<file path="src/bru_cfg.svh">
// Overview of operation
// - rotate_left_to_acc: byte left one, bit 7 to bit 0, into accumulator only.
// - rotate_left_via_carry: left one, old carry to bit 0, bit 7 to carry, memory.
// - rotate_left_via_carry_to_acc: same nine-bit rotation, result to accumulator, carry updated.
// - rotate_right_in_place: right one, bit 0 to bit 7, back to memory, no flags.
// - rotate_right_to_acc: right one, bit 0 to bit 7, into accumulator, no flags.
// - rotate_right_via_carry: right one, old carry to bit 7, bit 0 to carry, memory.
`ifndef BRU_CFG_SVH
`define BRU_CFG_SVH

// ****************************************
// data layout
// ****************************************
`define BRU_DATA_W 8
`define BRU_MSB 7
`define BRU_LSB 0
`define BRU_ZERO_BYTE 8'h00

// ****************************************
// operation codes
// ****************************************
`define BRU_OP_W 3
`define BRU_OP_ROT_L_ACC 3'h0
`define BRU_OP_ROT_L_C 3'h1
`define BRU_OP_ROT_L_C_ACC 3'h2
`define BRU_OP_ROT_R_MEM 3'h3
`define BRU_OP_ROT_R_ACC 3'h4
`define BRU_OP_ROT_R_C 3'h5
`define BRU_OP_LAST_LEGAL 3'h5

// ****************************************
// sequencer state codes
// ****************************************
`define BRU_ST_IDLE_CODE 2'b01
`define BRU_ST_WRITE_CODE 2'b10

`endif

</file>
<file path="src/bru_pkg.sv">
`include "bru_cfg.svh"

package bru_pkg;

  // ****************************************
  // operation and state types
  // ****************************************
  typedef enum logic [`BRU_OP_W-1:0] {
    bru_rotate_left_to_acc = `BRU_OP_ROT_L_ACC,
    bru_rotate_left_via_carry = `BRU_OP_ROT_L_C,
    bru_rotate_left_via_carry_to_acc = `BRU_OP_ROT_L_C_ACC,
    bru_rotate_right_in_place = `BRU_OP_ROT_R_MEM,
    bru_rotate_right_to_acc = `BRU_OP_ROT_R_ACC,
    bru_rotate_right_via_carry = `BRU_OP_ROT_R_C
  } bru_op_e;

  typedef enum logic [1:0] {
    bru_st_idle = `BRU_ST_IDLE_CODE,
    bru_st_write = `BRU_ST_WRITE_CODE
  } bru_state_e;

  typedef logic [`BRU_DATA_W-1:0] bru_byte_t;

  // ****************************************
  // top state record
  // ****************************************
  typedef struct packed {
    bru_state_e state;
    logic ready;
    bru_byte_t result;
    logic mem_we;
    logic acc_we;
    logic carry_we;
    logic carry_val;
    logic done;
    logic illegal;
  } bru_top_s;

  typedef struct packed {
    logic unused;
  } bru_rot_s;

endpackage

</file>
<file path="src/bru_rot_if.sv">
`timescale 1ns/1ps
`include "bru_cfg.svh"

interface bru_rot_if;
  bru_pkg::bru_op_e op;
  logic legal;
  bru_pkg::bru_byte_t operand;
  logic carry_old;
  bru_pkg::bru_byte_t result;
  logic carry_new;
  logic to_mem;
  logic to_acc;
  logic uses_carry;

  modport calc (
    input op,
    input legal,
    input operand,
    input carry_old,
    output result,
    output carry_new,
    output to_mem,
    output to_acc,
    output uses_carry
  );

  modport ctrl (
    output op,
    output legal,
    output operand,
    output carry_old,
    input result,
    input carry_new,
    input to_mem,
    input to_acc,
    input uses_carry
  );
endinterface

</file>
<file path="src/bru_rotator.sv">
`timescale 1ns/1ps
`include "bru_cfg.svh"

module bru_rotator (
  bru_rot_if.calc rot
);

  // ****************************************
  // rotation helpers
  // ****************************************
  function automatic bru_pkg::bru_byte_t bru_rol(input bru_pkg::bru_byte_t v, input logic fill);
    bru_rol = {v[`BRU_MSB-1:`BRU_LSB], fill};
  endfunction

  function automatic bru_pkg::bru_byte_t bru_ror(input bru_pkg::bru_byte_t v, input logic fill);
    bru_ror = {fill, v[`BRU_MSB:`BRU_LSB+1]};
  endfunction

  // ****************************************
  // datapath
  // ****************************************
  always_comb begin
    rot.result = `BRU_ZERO_BYTE;
    rot.carry_new = rot.carry_old;
    rot.to_mem = 1'b0;
    rot.to_acc = 1'b0;
    rot.uses_carry = 1'b0;
    if (rot.legal) begin
      case (rot.op)
        bru_pkg::bru_rotate_left_to_acc: begin
          rot.result = bru_rol(rot.operand, rot.operand[`BRU_MSB]);
          rot.to_acc = 1'b1;
        end
        bru_pkg::bru_rotate_left_via_carry: begin
          rot.result = bru_rol(rot.operand, rot.carry_old);
          rot.carry_new = rot.operand[`BRU_MSB];
          rot.to_mem = 1'b1;
          rot.uses_carry = 1'b1;
        end
        bru_pkg::bru_rotate_left_via_carry_to_acc: begin
          rot.result = bru_rol(rot.operand, rot.carry_old);
          rot.carry_new = rot.operand[`BRU_MSB];
          rot.to_acc = 1'b1;
          rot.uses_carry = 1'b1;
        end
        bru_pkg::bru_rotate_right_in_place: begin
          rot.result = bru_ror(rot.operand, rot.operand[`BRU_LSB]);
          rot.to_mem = 1'b1;
        end
        bru_pkg::bru_rotate_right_to_acc: begin
          rot.result = bru_ror(rot.operand, rot.operand[`BRU_LSB]);
          rot.to_acc = 1'b1;
        end
        bru_pkg::bru_rotate_right_via_carry: begin
          rot.result = bru_ror(rot.operand, rot.carry_old);
          rot.carry_new = rot.operand[`BRU_LSB];
          rot.to_mem = 1'b1;
          rot.uses_carry = 1'b1;
        end
        default: begin
          rot.result = `BRU_ZERO_BYTE;
        end
      endcase
    end
  end

endmodule

</file>
<file path="src/bru_top.sv">
`timescale 1ns/1ps
`include "bru_cfg.svh"

module bru_top (
  input wire logic clock,
  input wire logic reset,
  input wire logic op_valid,
  input wire logic [`BRU_OP_W-1:0] op_code,
  input wire logic [`BRU_DATA_W-1:0] mem_data,
  input wire logic carry_flag,
  output logic op_ready,
  output logic [`BRU_DATA_W-1:0] result_data,
  output logic mem_write,
  output logic acc_write,
  output logic carry_write,
  output logic carry_value,
  output logic op_done,
  output logic op_illegal
);

  // ****************************************
  // datapath connection
  // ****************************************
  bru_rot_if rot ();

  bru_rotator bru_rotator_i (
    .rot(rot.calc)
  );

  bru_pkg::bru_top_s st_reg;
  bru_pkg::bru_top_s st_next;
  logic take;

  assign take = op_valid && st_reg.ready;
  assign rot.op = bru_pkg::bru_op_e'(op_code);
  assign rot.legal = (op_code <= `BRU_OP_LAST_LEGAL);
  assign rot.operand = mem_data;
  assign rot.carry_old = carry_flag;

  // ****************************************
  // sequencer
  // ****************************************
  always_comb begin
    st_next = st_reg;
    st_next.mem_we = 1'b0;
    st_next.acc_we = 1'b0;
    st_next.carry_we = 1'b0;
    st_next.done = 1'b0;
    st_next.illegal = 1'b0;
    case (st_reg.state)
      bru_pkg::bru_st_idle: begin
        if (take) begin
          st_next.state = bru_pkg::bru_st_write;
          st_next.ready = 1'b0;
          st_next.result = rot.result;
          st_next.mem_we = rot.to_mem;
          st_next.acc_we = rot.to_acc;
          st_next.carry_we = rot.uses_carry;
          st_next.carry_val = rot.carry_new;
          st_next.done = 1'b1;
          st_next.illegal = !rot.legal;
        end
      end
      bru_pkg::bru_st_write: begin
        st_next.state = bru_pkg::bru_st_idle;
        st_next.ready = 1'b1;
      end
      default: begin
        st_next.state = bru_pkg::bru_st_idle;
        st_next.ready = 1'b1;
      end
    endcase
  end

  always_ff @(posedge clock) begin
    if (reset) begin
      st_reg.state <= bru_pkg::bru_st_idle;
      st_reg.ready <= 1'b1;
      st_reg.result <= `BRU_ZERO_BYTE;
      st_reg.mem_we <= 1'b0;
      st_reg.acc_we <= 1'b0;
      st_reg.carry_we <= 1'b0;
      st_reg.carry_val <= 1'b0;
      st_reg.done <= 1'b0;
      st_reg.illegal <= 1'b0;
    end else begin
      st_reg <= st_next;
    end
  end

  // ****************************************
  // outputs
  // ****************************************
  assign op_ready = st_reg.ready;
  assign result_data = st_reg.result;
  assign mem_write = st_reg.mem_we;
  assign acc_write = st_reg.acc_we;
  assign carry_write = st_reg.carry_we;
  assign carry_value = st_reg.carry_val;
  assign op_done = st_reg.done;
  assign op_illegal = st_reg.illegal;

  // ****************************************
  // checks
  // ****************************************
  logic chk_take;
  logic [`BRU_OP_W-1:0] chk_op;
  logic [`BRU_DATA_W-1:0] chk_data;
  logic chk_carry;

  always_ff @(posedge clock) begin
    if (reset) begin
      chk_take <= 1'b0;
      chk_op <= `BRU_OP_ROT_L_ACC;
      chk_data <= `BRU_ZERO_BYTE;
      chk_carry <= 1'b0;
    end else begin
      chk_take <= take;
      chk_op <= op_code;
      chk_data <= mem_data;
      chk_carry <= carry_flag;
    end
  end

  a_rol_acc_result: assert property (@(posedge clock) disable iff (reset)
    (chk_take && chk_op == `BRU_OP_ROT_L_ACC) |-> (acc_write && !mem_write && !carry_write
      && result_data == {chk_data[`BRU_MSB-1:`BRU_LSB], chk_data[`BRU_MSB]}))
    else $error("rotate left to accumulator wrong");

  a_rol_carry_mem: assert property (@(posedge clock) disable iff (reset)
    (chk_take && chk_op == `BRU_OP_ROT_L_C) |-> (mem_write && !acc_write && carry_write
      && carry_value == chk_data[`BRU_MSB] && result_data == {chk_data[`BRU_MSB-1:`BRU_LSB], chk_carry}))
    else $error("rotate left via carry wrong");

  a_rol_carry_acc: assert property (@(posedge clock) disable iff (reset)
    (chk_take && chk_op == `BRU_OP_ROT_L_C_ACC) |-> (acc_write && !mem_write && carry_write
      && carry_value == chk_data[`BRU_MSB] && result_data == {chk_data[`BRU_MSB-1:`BRU_LSB], chk_carry}))
    else $error("rotate left via carry to accumulator wrong");

  a_ror_mem_result: assert property (@(posedge clock) disable iff (reset)
    (chk_take && chk_op == `BRU_OP_ROT_R_MEM) |-> (mem_write && !acc_write && !carry_write
      && result_data == {chk_data[`BRU_LSB], chk_data[`BRU_MSB:`BRU_LSB+1]}))
    else $error("rotate right in place wrong");

  a_ror_acc_result: assert property (@(posedge clock) disable iff (reset)
    (chk_take && chk_op == `BRU_OP_ROT_R_ACC) |-> (acc_write && !mem_write && !carry_write
      && result_data == {chk_data[`BRU_LSB], chk_data[`BRU_MSB:`BRU_LSB+1]}))
    else $error("rotate right to accumulator wrong");

  a_ror_carry_mem: assert property (@(posedge clock) disable iff (reset)
    (chk_take && chk_op == `BRU_OP_ROT_R_C) |-> (mem_write && !acc_write && carry_write
      && carry_value == chk_data[`BRU_LSB] && result_data == {chk_carry, chk_data[`BRU_MSB:`BRU_LSB+1]}))
    else $error("rotate right via carry wrong");

  a_carry_with_dest: assert property (@(posedge clock) disable iff (reset)
    carry_write |-> (op_done && (mem_write ^ acc_write)))
    else $error("carry written apart from destination");

  a_write_one_cycle: assert property (@(posedge clock) disable iff (reset)
    (op_valid && op_ready) |=> (op_done && !op_ready) ##1 (!op_done && !mem_write && !acc_write
      && !carry_write && op_ready))
    else $error("write strobes not single cycle");

  // ****************************************
  // strobe and hold checks
  // ****************************************
  a_illegal_no_write: assert property (@(posedge clock) disable iff (reset)
    (chk_take && chk_op > `BRU_OP_LAST_LEGAL) |-> (op_done && op_illegal && !mem_write && !acc_write
      && !carry_write && result_data == `BRU_ZERO_BYTE))
    else $error("illegal code not refused");

  a_legal_one_dest: assert property (@(posedge clock) disable iff (reset)
    (chk_take && chk_op <= `BRU_OP_LAST_LEGAL) |-> (op_done && !op_illegal && (mem_write ^ acc_write)))
    else $error("legal code without single destination");

  a_done_needs_take: assert property (@(posedge clock) disable iff (reset)
    op_done |-> chk_take)
    else $error("done without a taken request");

  a_busy_refuses: assert property (@(posedge clock) disable iff (reset)
    !op_ready |=> (op_ready && !op_done))
    else $error("request taken while busy");

  a_result_holds: assert property (@(posedge clock) disable iff (reset)
    (!chk_take && !$past(reset)) |-> ($stable(result_data) && $stable(carry_value)))
    else $error("result changed without a request");

  a_ready_after_done: assert property (@(posedge clock) disable iff (reset)
    op_done |=> (op_ready && !op_done))
    else $error("not ready after done");

  a_carry_ops_only: assert property (@(posedge clock) disable iff (reset)
    carry_write |-> (chk_take && (chk_op == `BRU_OP_ROT_L_C || chk_op == `BRU_OP_ROT_L_C_ACC
      || chk_op == `BRU_OP_ROT_R_C)))
    else $error("carry written by a plain rotation");

  a_mem_write_ops: assert property (@(posedge clock) disable iff (reset)
    mem_write |-> (chk_take && (chk_op == `BRU_OP_ROT_L_C || chk_op == `BRU_OP_ROT_R_MEM
      || chk_op == `BRU_OP_ROT_R_C)))
    else $error("memory written by an accumulator form");

  a_acc_write_ops: assert property (@(posedge clock) disable iff (reset)
    acc_write |-> (chk_take && (chk_op == `BRU_OP_ROT_L_ACC || chk_op == `BRU_OP_ROT_L_C_ACC
      || chk_op == `BRU_OP_ROT_R_ACC)))
    else $error("accumulator written by an in-place form");

  a_idle_quiet: assert property (@(posedge clock) disable iff (reset)
    op_ready |-> (!op_done && !op_illegal && !mem_write && !acc_write && !carry_write))
    else $error("strobe while idle");

  a_illegal_with_done: assert property (@(posedge clock) disable iff (reset)
    op_illegal |-> (op_done && !mem_write && !acc_write && !carry_write))
    else $error("illegal flag without done");

  a_one_dest_pulse: assert property (@(posedge clock) disable iff (reset)
    !(mem_write && acc_write))
    else $error("memory and accumulator written together");

  a_reset_values: assert property (@(posedge clock) disable iff (reset)
    $past(reset) |-> (op_ready && !op_done && result_data == `BRU_ZERO_BYTE && !carry_value))
    else $error("outputs not cleared by reset");

endmodule

</file>
<file path="config.mk">
export PLATFORM = sky130hd
export DESIGN_NAME = bru_top
export DESIGN_NICKNAME = d
export VERILOG_FILES = /design/src/bru_pkg.sv /design/src/bru_rot_if.sv /design/src/bru_rotator.sv /design/src/bru_top.sv
export VERILOG_INCLUDE_DIRS = /design/src /design/src/src
export SDC_FILE = /design/constraint.sdc
export NUM_CORES = 1
export LEC_CHECK = 0
export BUFFER_PORTS_ARGS = -buffer_cell sky130_fd_sc_hd__buf_4
export CAP_MARGIN = 5
export CORE_MARGIN = 2
export CORE_UTILIZATION = 43
export DETAILED_ROUTE_END_ITERATION = 7
export PLACE_DENSITY = 0.74
export SYNTH_ARGS = -nofsm -noshare
export SYNTH_HDL_FRONTEND = slang
export SYNTH_SLANG_ARGS = --single-unit
</file>
<file path="constraint.sdc">
create_clock -name clock -period 1 [get_ports clock]
set_input_delay 0.25 -clock clock [delete_from_list [all_inputs] [get_ports clock]]
set_output_delay 0.25 -clock clock [all_outputs]
set_load 0.005 [all_outputs]
</file>
Word-level counts from Yosys, hierarchy flattened
Cells that the tools add are included.
{"block": "classes", "eq_ne": 6, "n_bitwise": 3, "reduce_logical": 12, "n_mux": 8, "n_lt_le_gt_ge": 1}
{"op": "8-bit case mux with 4 select lines", "count": 1}
{"op": "3-bit OR reduction", "count": 4}
{"op": "8-bit two-way mux", "count": 1}
{"op": "3-bit by 2-bit == test with 1-bit output (second input constant)", "count": 2}
{"op": "3-bit == test (second input constant)", "count": 2}
{"op": "2-bit OR reduction", "count": 3}
{"op": "1-bit two-way mux", "count": 4}
{"op": "4-bit OR reduction", "count": 1}
{"op": "3-bit by 1-bit == test with 1-bit output (second input constant)", "count": 1}
{"op": "3-bit <= comparator (second input constant)", "count": 1}
{"op": "3-bit logical NOT", "count": 1}
{"op": "1-bit NOT", "count": 3}
{"op": "2-bit by 1-bit == test with 1-bit output (second input constant)", "count": 1}
{"op": "2-bit two-way mux", "count": 1}
{"op": "1-bit case mux with 2 select lines", "count": 1}
{"op": "2-bit AND reduction", "count": 1}
{"op": "1-bit logical AND", "count": 1}
{"op": "1-bit logical NOT", "count": 1}
{"block": "totals", "elab_cells": 39, "reg_bits": 17, "inputBits": 15, "output_inout_bits": 15}

Longest topological paths before layout
Gate-level depths: netlist (run 1).
{"block": "logic_depth", "depth_word": 4, "ltp_mapped": 5}

Cells and area by module
Synthesis (run 1) repeated with hierarchy kept, for this count alone.
{"block": "hier_totals", "cells_unflattened": 132, "area_unflattened_um2": 1138.6}
{"mod": "bru_top", "area_per_inst_um2": 684.4, "seq_area_each_um2": 320.3, "instances": 1, "cells_per_inst": 63}
{"mod": "bru_rotator", "area_per_inst_um2": 454.2, "seq_area_each_um2": 0.0, "instances": 1, "cells_per_inst": 69}

Worst setup path after synthesis (run 1)
No wires, ideal clock.
{"block": "synth_path", "path_kind": "input -> register", "startpoint": "in op_code[0]", "endpoint": "reg st_reg (netlist bit carry_value)", "n_path_buf": 1, "slack_ps": -89, "cell_stages": 4, "t_arrival_ps": 961, "required_time_ps": 872, "setup_time_ps": 128, "cell_sequence": "buf_2 > or3b_1 > o2111ai_1 > o211ai_2"}
{"block": "synth_between", "elab_chain_len": 4, "word_cells_on_any_way": 7, "classes_between": "order compare (1); eq/ne (3); mux (2); reduce/logical (1)"}
{"item": "start: declaration", "line": "bru_top.sv:8", "rtl": "input wire logic [`BRU_OP_W-1:0] op_code,"}
{"item": "3-bit by 1-bit == test with 1-bit output or 3-bit by 2-bit == test with 1-bit output (tied branches)", "line": "bru_rotator.sv:29", "rtl": "case (rot.op)"}
{"item": "2-bit OR reduction (no source line)"}
{"item": "1-bit case mux with 2 select lines", "line": "bru_rotator.sv:29"}
{"item": "1-bit two-way mux (*)", "line": "bru_rotator.sv:28", "rtl": "if (rot.legal) begin"}
{"item": "end signal: assignment", "line": "bru_top.sv:87", "rtl": "st_reg <= st_next;"}
{"item": "end: declaration", "line": "bru_top.sv:30", "rtl": "bru_pkg::bru_top_s st_reg;"}
Every way passes the cells marked *; elsewhere a longest branch is shown, timed or not.
A chain may end at the register's enable or synchronous reset.

Worst setup path after layout (run 1)
{"block": "layout_path", "startpoint": "reg st_reg[16] in the netlist's numbering", "endpoint": "reg st_reg (netlist bit carry_value)"}
{"block": "layout_between", "elab_chain_len": 2}
{"item": "2-bit by 1-bit == test with 1-bit output", "line": "bru_top.sv:50", "rtl": "case (st_reg.state)"}
{"item": "2-bit AND reduction (no source line)"}
No other way between the ends.

==> flow_summary.toml, run 1 <==
[synthesis]
synth_cell_types = 31
syn-num-nets = 96
synth_seq_cells = 16
synth_edf_count = 0
synth_ff_type = "dfxtp_1"
synth_warnings = 0
yosysSeqAreaShare = 0.386
avgSynthCellArea_um2 = 10.2
synth_area_um2 = 830
async_flop_share = 0
netlist_instances = 81

[layout]
largest_reg_flops = 8
antenna_cells = 0
final_common_cell = "buf_4"
drive_gt1_frac = 0.672
nets = 135
areaGrowthSynthToFinish_pct = 51.9
final_cell_mix = "buf_4 (33), dfxtp_2 (15), buf_6 (15), mux2i_1 (6), nor2_1 (5)"

[timing]
hold_violations = 0
finalCriticalPeriod_ns = 1.08
tightest_slew_ns = 0.296
finalCritPeriodShare = 1.08
setup_viol = 11
hold-worst-slack_ns = 0.230
rsz0062_at_grt = "true"
fin_ws_ns = -0.0764
fmaxAchievable_mhz = 929
drv_slew = 0
slew_headroom = 0.802
finClkSkew_ns = 0.0105

[pwr]
power.share.combinational = 0.241
clkPwrFrac = 0.286
pwr_density_cell_mw_per_mm2 = 1180
p_sw_frac = 0.249
p_int_mw = 1.12
total_leakage_power_nw = 0.557
switching_power_uw = 372
pwr-share-seq = 0.474
vdd.ir_drop.worst_mv = 0.903

[run_status]
failed_checks = "setup timing"
status = "complete, but fails checks"

[hold_path]
min_path_cells = 3
min_to = "st_reg[16]$_SDFFE_PP0P_"
worstHoldStart = "reset"
hp-class = "input port to register"

[clock_tree]
clock-root-buffer = "clkbuf_4"
clock_sinks = 16
cts_made_buffers = 3
clockBufferDepth = 2
clk_latency_ns = 0.29
tritoncts = "built"
cts_hold_buf = 0
h-tree-depth = 1
cts.clk_slew.worst_paths_ns = 0.09

[global_routing]
antenna_found_initial = 0
grt_usage = 0.194
grt_pass1_vias = 731
grt_max_degree = 14
gr-total-overflow = 0
grt_first_pass_wirelength_um = 3100

[die]
die_w_um = 47.9
io_pins = 30
die_h_um = 47.9
core_mm2 = 0.00176
start_util = 0.470
dieArea_mm2 = 0.00230
row_count = 15

[setup_path]
crit_path_start_kind = "register"
worstSetupEndpointType = "register"
r2r_setup_slack_ns = -0.08
path_max_fanout = 5
rr_endpoint = "carry_value$_SDFFE_PP0P_"
r2r-start = "st_reg[16]$_SDFFE_PP0P_"
ff2ff_path_depth = 4
worstPathRequired_ns = 1.21
arrival_ns = 1.29
crit_type = "register to register"

[detailed_routing]
dr.pass1.iters = 2
drt_iter0_drc = 7
wl_um = 1990
vias = 728
drc = 0
drtAntennaViolNets = 0
viasPerCell = 5.06
wl_per_cell_um = 13.8

[placed_design]
gp_congestion = 0.733
dp_hpwl_um = 1430
port_buffers = 29
place_ws_ns = -0.229

[job]
maxCapViolCount = 0
[critical path: stages (launching register included)]
cell,delay [ns]
dfxtp_2,0.33
and4bb_4,0.37
buf_4,0.13
o2111ai_2,0.11
o211ai_2,0.07
[metal layers]
metal,vias to the layer above,global-route usage,share of wire
met5,-,0,0
met3,6,0.0453,0.050
met4,0,0.114,0.020
met1,340,0.240,0.42
met2,20,0.304,0.51
li1,362,-,-
[what timing repair did]
item | 4_1_cts | 5_1_grt
resized for setup | 13 | 22
cloned | 0 | 0
setup buffers | 2 | 1
endpoints found under the setup margin | 18 | 28
[kinds of logic (layout without fill, tap and decap cells)]
kind of cell           Yosys count  in the layout  synth area share
flip-flops                      16             16             0.386
XOR/XNOR                         1              1            0.0106
buffers and inverters           18             56             0.151
multiplexers                     7              7            0.0860
AO/OA/AOI/OAI                   15             15             0.167
AND/OR/NAND/NOR                 24             24             0.199
[synth_stat cells (2+ instances only)]
| cell type | number | share of area |
|---|---|---|
| buf_4 | 9 | 0.081 |
| nor2_1 | 5 | 0.023 |
| o2bb2ai_1 | 6 | 0.063 |
| nand3_1 | 3 | 0.018 |
| o211ai_1 | 2 | 0.018 |
| and3b_2 | 2 | 0.024 |
| nor3b_1 | 3 | 0.027 |
| dfxtp_1 | 16 | 0.39 |
| o2111ai_1 | 3 | 0.032 |
| inv_1 | 4 | 0.018 |
| mux2i_1 | 6 | 0.072 |
| buf_6 | 3 | 0.041 |
[cell type report]
| type | instances | area (um2) |
|---|---|---|
| fillers | 154 | 504 |
| well taps | 25 | 31.3 |
| repair buffers | 48 | 417 |
| flip-flops and latches | 16 | 339 |
| clock buffers | 4 | 36.3 |
| multi-input cells | 47 | 422 |
| inverters | 4 | 15.0 |
[power by group through the flow]
stage / sequential, mW / combinational [mW] / clock, mW
after floorplan: 0.705 / 0.179 / 0
after global placement: 0.706 / 0.301 / 0
after detailed placement: 0.707 / 0.310 / 0
after CTS: 0.696 / 0.338 / 0.423
after global routing: 0.710 / 0.388 / 0.464
final: 0.706 / 0.358 / 0.425
[metrics by stage]
stage / util / TNS (ns) / instance area, um2 / total power, mW / instances
floorplan: - / -0.127 / 853 / 0.885 / 81
global placement: 0.624 / -1.75 / 1100 / 1.01 / 137
detailed placement: 0.624 / -2.31 / 1100 / 1.02 / 137
CTS: 0.677 / -0.425 / 1190 / 1.46 / 143
global route: 0.714 / -1.25 / 1260 / 1.56 / 144
finish: 0.714 / -0.374 / 1260 / 1.49 / 144
[worst max-delay path by stage]
stage,from,end,slack (ns),cells after the start
2_1_floorplan,st_reg[16]$_SDFFE_PP0P_,carry_value$_SDFFE_PP0P_,-0.04,5
4_1_cts,st_reg[15]$_SDFFE_PP1P_,op_ready,-0.08,2
6_report,st_reg[16]$_SDFFE_PP0P_,carry_value$_SDFFE_PP0P_,-0.08,4
5_1_grt,st_reg[16]$_SDFFE_PP0P_,result_data[7]$_SDFFE_PP0P_,-0.17,3
3_3_place_gp,reset,result_data[0]$_SDFFE_PP0P_,-0.17,4
3_5_place_dp,reset,result_data[7]$_SDFFE_PP0P_,-0.23,4
(Power assumes the default switching activity.)
==> inputs of run 2 (changes only) <==
--- a/config.mk
+++ b/config.mk
@@ -8,10 +8,12 @@
 export LEC_CHECK = 0
 export BUFFER_PORTS_ARGS = -buffer_cell sky130_fd_sc_hd__buf_4
 export CAP_MARGIN = 5
+export CELL_PAD_IN_SITES_DETAIL_PLACEMENT = 0
+export CELL_PAD_IN_SITES_GLOBAL_PLACEMENT = 2
 export CORE_MARGIN = 2
-export CORE_UTILIZATION = 43
+export CORE_UTILIZATION = 25
 export DETAILED_ROUTE_END_ITERATION = 7
-export PLACE_DENSITY = 0.74
+export PLACE_DENSITY_LB_ADDON = 0.1
 export SYNTH_ARGS = -nofsm -noshare
 export SYNTH_HDL_FRONTEND = slang
 export SYNTH_SLANG_ARGS = --single-unit
==> flow_summary.toml, run 2 (same netlist as run 1, synthesis figures left out) <==
[pwr]
pwr-share-seq = 0.474
pwr_density_cell_mw_per_mm2 = 1180
power.share.combinational = 0.234
switching_power_uw = 367
total_leakage_power_nw = 0.552
power_mw = 1.48
clkPwrFrac = 0.292
p_int_mw = 1.11
vdd.ir_drop.worst_mv = 0.454
p_sw_frac = 0.248

[timing]
finClkSkew_ns = 0.00738
rsz0062_at_grt = "true"
finalCritPeriodShare = 1.09
tns_ns = -0.366
tightest_slew_ns = 0.292
fin_ws_ns = -0.0924
hold-worst-slack_ns = 0.209
setup_viol = 11
drv_slew = 0
fmaxAchievable_mhz = 915
finalCriticalPeriod_ns = 1.09
hold_violations = 0
slew_headroom = 0.805

[run_status]
failed_checks = "setup timing"
status = "complete, but fails checks"

[global_routing]
grt_pass1_vias = 646
grt_usage = 0.114
grt_first_pass_wirelength_um = 2990
gr-total-overflow = 0
antenna_found_initial = 0
grt_max_degree = 13

[die]
core_mm2 = 0.00310
die_h_um = 61.6
start_util = 0.267
row_count = 20
io_pins = 30
die_w_um = 61.6
dieArea_mm2 = 0.00380

[setup_path]
crit_path_start_kind = "register"
r2r_setup_slack_ns = -0.05
crit_path_start = "st_reg[15]$_SDFFE_PP1P_"
ff2ff_path_depth = 3
crit_type = "register to primary output"
worstPathRequired_ns = 0.75
r2r-start = "st_reg[16]$_SDFFE_PP0P_"
path_max_fanout = 3
arrival_ns = 0.84
rr_endpoint = "result_data[0]$_SDFFE_PP0P_"
worstSetupEndpointType = "primary output"

[clock_tree]
clock_sinks = 16
h-tree-depth = 1
clock-root-buffer = "clkbuf_4"
clockBufferDepth = 2
cts_hold_buf = 0
tritoncts = "built"
cts_made_buffers = 3
cts.clk_slew.worst_paths_ns = 0.10
clk_latency_ns = 0.29

[detailed_routing]
dr.pass1.iters = 4
drt_iter0_drc = 14
vias = 718
wl_um = 1940
viasPerCell = 4.40
drtAntennaViolNets = 0
wl_per_cell_um = 11.9
drc = 0

[layout]
final_common_cell = "buf_4"
fin_util = 0.406
areaGrowthSynthToFinish_pct = 51.9
final_cell_mix = "buf_4 (33), buf_6 (15), dfxtp_2 (13), mux2i_1 (6), o2bb2ai_1 (6)"
register_area_um2 = 337
multi_input_area_um2 = 400
design_area_mm2 = 0.00126
finalNonFillerCells = 163
drive_gt1_frac = 0.639
n_fill_cell = 335
largest_reg_flops = 8
antenna_cells = 0
nets = 135

[placed_design]
port_buffers = 29
place_area_mm2 = 0.00114
gp_congestion = 0.710
dp_hpwl_um = 1490
place_ws_ns = -0.169
numPlacedInstances = 158

[job]
maxCapViolCount = 0

[hold_path]
min_path_cells = 3
worstHoldStart = "reset"
min_to = "st_reg[16]$_SDFFE_PP0P_"
hp-class = "input port to register"
## run 2: cell count changes in the layout (fill, tap and decap cells not counted)
cell       previous run  this run
dfxtp_1               1         3
dfxtp_2              15        13
nand2_4               0         1
nand2_8               1         0
o2bb2ai_1             4         6
o2bb2ai_2             2         0
## run 2: what timing repair did
| item | 4_1_cts | 5_1_grt |
|---|---|---|
| endpoints found under the setup margin | 23 | 27 |
| pin swaps | 1 | 4 |
| setup buffers | 0 | 1 |
| resized for setup | 19 | 11 |
| cloned | 0 | 0 |
## run 2: power by group through the flow
| stage | clock [mW] | combinational, mW | sequential, mW |
|---|---|---|---|
| floorplan | 0 | 0.179 | 0.705 |
| global placement | 0 | 0.320 | 0.707 |
| detailed placement | 0 | 0.321 | 0.707 |
| CTS | 0.453 | 0.338 | 0.701 |
| global route | 0.478 | 0.383 | 0.708 |
| finish | 0.433 | 0.346 | 0.702 |
## run 2: final cells by class
class                   count  share of cell area
repair buffers             48               0.331
multi-input cells          47               0.318
flip-flops and latches     16               0.267
well taps                  44              0.0437
clock buffers               4              0.0288
inverters                   4              0.0119
## run 2: worst max-delay path by stage
stage / slack, ns / endpoint
after detailed placement: -0.17 / result_data[0]$_SDFFE_PP0P_
after global placement: -0.16 / result_data[7]$_SDFFE_PP0P_
after global routing: -0.15 / result_data[0]$_SDFFE_PP0P_
after floorplan: -0.04 / carry_value$_SDFFE_PP0P_
final: -0.09 / op_ready
after CTS: -0.1 / result_data[7]$_SDFFE_PP0P_
## run 2: metal layers
metal,GRT usage,part of all wire,wire [um]
met4,0.0729,0.022,43
met5,0,0,0
met3,0.0252,0.046,89
met1,0.155,0.50,979
met2,0.161,0.43,830
## run 2: worst max-delay path: stages (launching register included)
cell and delay [ns]:
dfxtp_2 0.34, buf_6 0.11, buf_6 0.10
==> inputs of run 3 (changes only) <==
==> constraint.sdc (replaced) <==
create_clock -name clock -period 1 [get_ports clock]
set_input_delay 0.25 -clock clock [delete_from_list [all_inputs] [get_ports clock]]
set_output_delay 0.25 -clock clock [all_outputs]
set_load 0.01 [all_outputs]
==> flow_summary.toml, run 3 (same netlist as run 1, synthesis figures left out) <==
[timing]
fin_ws_ns = -0.104
rsz0062_at_grt = "true"
finalCritPeriodShare = 1.10
slew_headroom = 0.743
drv_slew = 0
tns_ns = -0.953
fmaxAchievable_mhz = 906
finClkSkew_ns = 0.00456
finalCriticalPeriod_ns = 1.10
setup_viol = 14
hold_violations = 0
tightest_slew_ns = 0.385
hold-worst-slack_ns = 0.217

[detailed_routing]
wl_met3_um = 116
vias = 755
wl_met1_um = 1010
wl_um = 2180
dr.pass1.iters = 4
drt_iter0_drc = 14
wl_per_cell_um = 12.8
wl_met2_um = 1030
drc = 0
highest_layer = "met4"
viasPerCell = 4.44
drtAntennaViolNets = 0

[setup_path]
crit_family = "flip-flops"
path_max_fanout = 2
slowest_stage = "dfxtp_2"
worstPathRequired_ns = 0.75
max_stage_delay_ns = 0.35
arrival_ns = 0.85
r2r_setup_slack_ns = -0.09
crit_chain = "buf_6, buf_6"
crit_path_frequent_cell = "buf_6"
critPathBufInv = 2
worstSetupEndpointType = "primary output"
crit_type = "register to primary output"
crit_path_start_kind = "register"

[global_routing]
gr-total-overflow = 0
grt_max_degree = 14
grt_usage = 0.134
antenna_found_initial = 0
grt_first_pass_wirelength_um = 3510
grt_pass1_vias = 697

[clock_tree]
h-tree-depth = 1
clk_latency_ns = 0.29
cts.clk_slew.worst_paths_ns = 0.10
clock-root-buffer = "clkbuf_4"
clock_sinks = 16
tritoncts = "built"
cts_made_buffers = 3
clockBufferDepth = 2
cts_hold_buf = 0

[layout]
antenna_cells = 0
final_common_cell = "buf_4"
final_cell_mix = "buf_4 (34), buf_6 (19), dfxtp_2 (15), mux2i_1 (6), o2bb2ai_2 (5)"
finalNonFillerCells = 170
n_fill_cell = 327
drive_gt1_frac = 0.738
register_area_um2 = 339
nets = 142
largest_reg_flops = 8
multi_input_area_um2 = 465
areaGrowthSynthToFinish_pct = 68.8

[die]
die_h_um = 61.6
core_mm2 = 0.00310
die_w_um = 61.6
start_util = 0.267
io_pins = 30
dieArea_mm2 = 0.00380
row_count = 20

[run_status]
failed_checks = "setup timing"
status = "complete, but fails checks"

[pwr]
p_sw_frac = 0.264
p_int_mw = 1.16
total_leakage_power_nw = 0.610
power_mw = 1.57
switching_power_uw = 415
power.share.combinational = 0.276
pwr-share-seq = 0.449
clkPwrFrac = 0.276
pwr_density_cell_mw_per_mm2 = 1120
vdd.ir_drop.worst_mv = 0.430

[placed_design]
numPlacedInstances = 157
port_buffers = 29
gp_congestion = 0.681
dp_hpwl_um = 1530
place_ws_ns = -0.245

[job]
maxCapViolCount = 0

[hold_path]
hp-class = "input port to register"
## run 3: layout make-up
type / count / area share
sequential: 16 / 0.242
timing repair buffer: 54 / 0.349
inverter: 4 / 0.0107
clock buffer: 4 / 0.0259
tap: 44 / 0.0393
multi-input combinational: 48 / 0.332
## run 3: power groups by stage
stage / registers (mW) / logic (mW) / clock network, mW
finish: 0.705 / 0.433 / 0.433
global route: 0.710 / 0.472 / 0.490
CTS: 0.702 / 0.423 / 0.458
detailed placement: 0.707 / 0.341 / 0
global placement: 0.708 / 0.340 / 0
floorplan: 0.711 / 0.188 / 0
## run 3: metal layers
metal | up-vias | GRT usage
met5 | - | 0
met4 | 0 | 0.0638
met3 | 2 | 0.0357
met2 | 22 | 0.195
met1 | 352 | 0.184
li1 | 379 | -
## run 3: metrics by stage
step                      utilization  cell area (um2)
after floorplan                     -              853
after global placement          0.369             1140
after detailed placement        0.369             1140
after CTS                       0.437             1360
after global routing            0.451             1400
final                           0.451             1400
## run 3: timing repair
action | CTS | global route
pin swaps | 8 | 3
gates cloned | 1 | 0
resized for setup | 35 | 12
endpoints found under the setup margin | 24 | 29
setup buffers | 7 | 1
## run 3: worst register-to-register path, stage by stage (launching register included)
cell and delay, ns:
dfxtp_2 0.34, and4bb_4 0.41, nand2_4 0.13, o2bb2ai_1 0.15
## run 3: worst paths after layout
kind / cells after the start / from / end
worst max-delay path: 2 / st_reg[15]$_SDFFE_PP1P_ / op_ready
worst min register to register: 1 / st_reg[16]$_SDFFE_PP0P_ / st_reg[16]$_SDFFE_PP0P_
worst min-delay path: 3 / reset / st_reg[16]$_SDFFE_PP0P_
worst max register to register: 3 / st_reg[16]$_SDFFE_PP0P_ / result_data[6]$_SDFFE_PP0P_
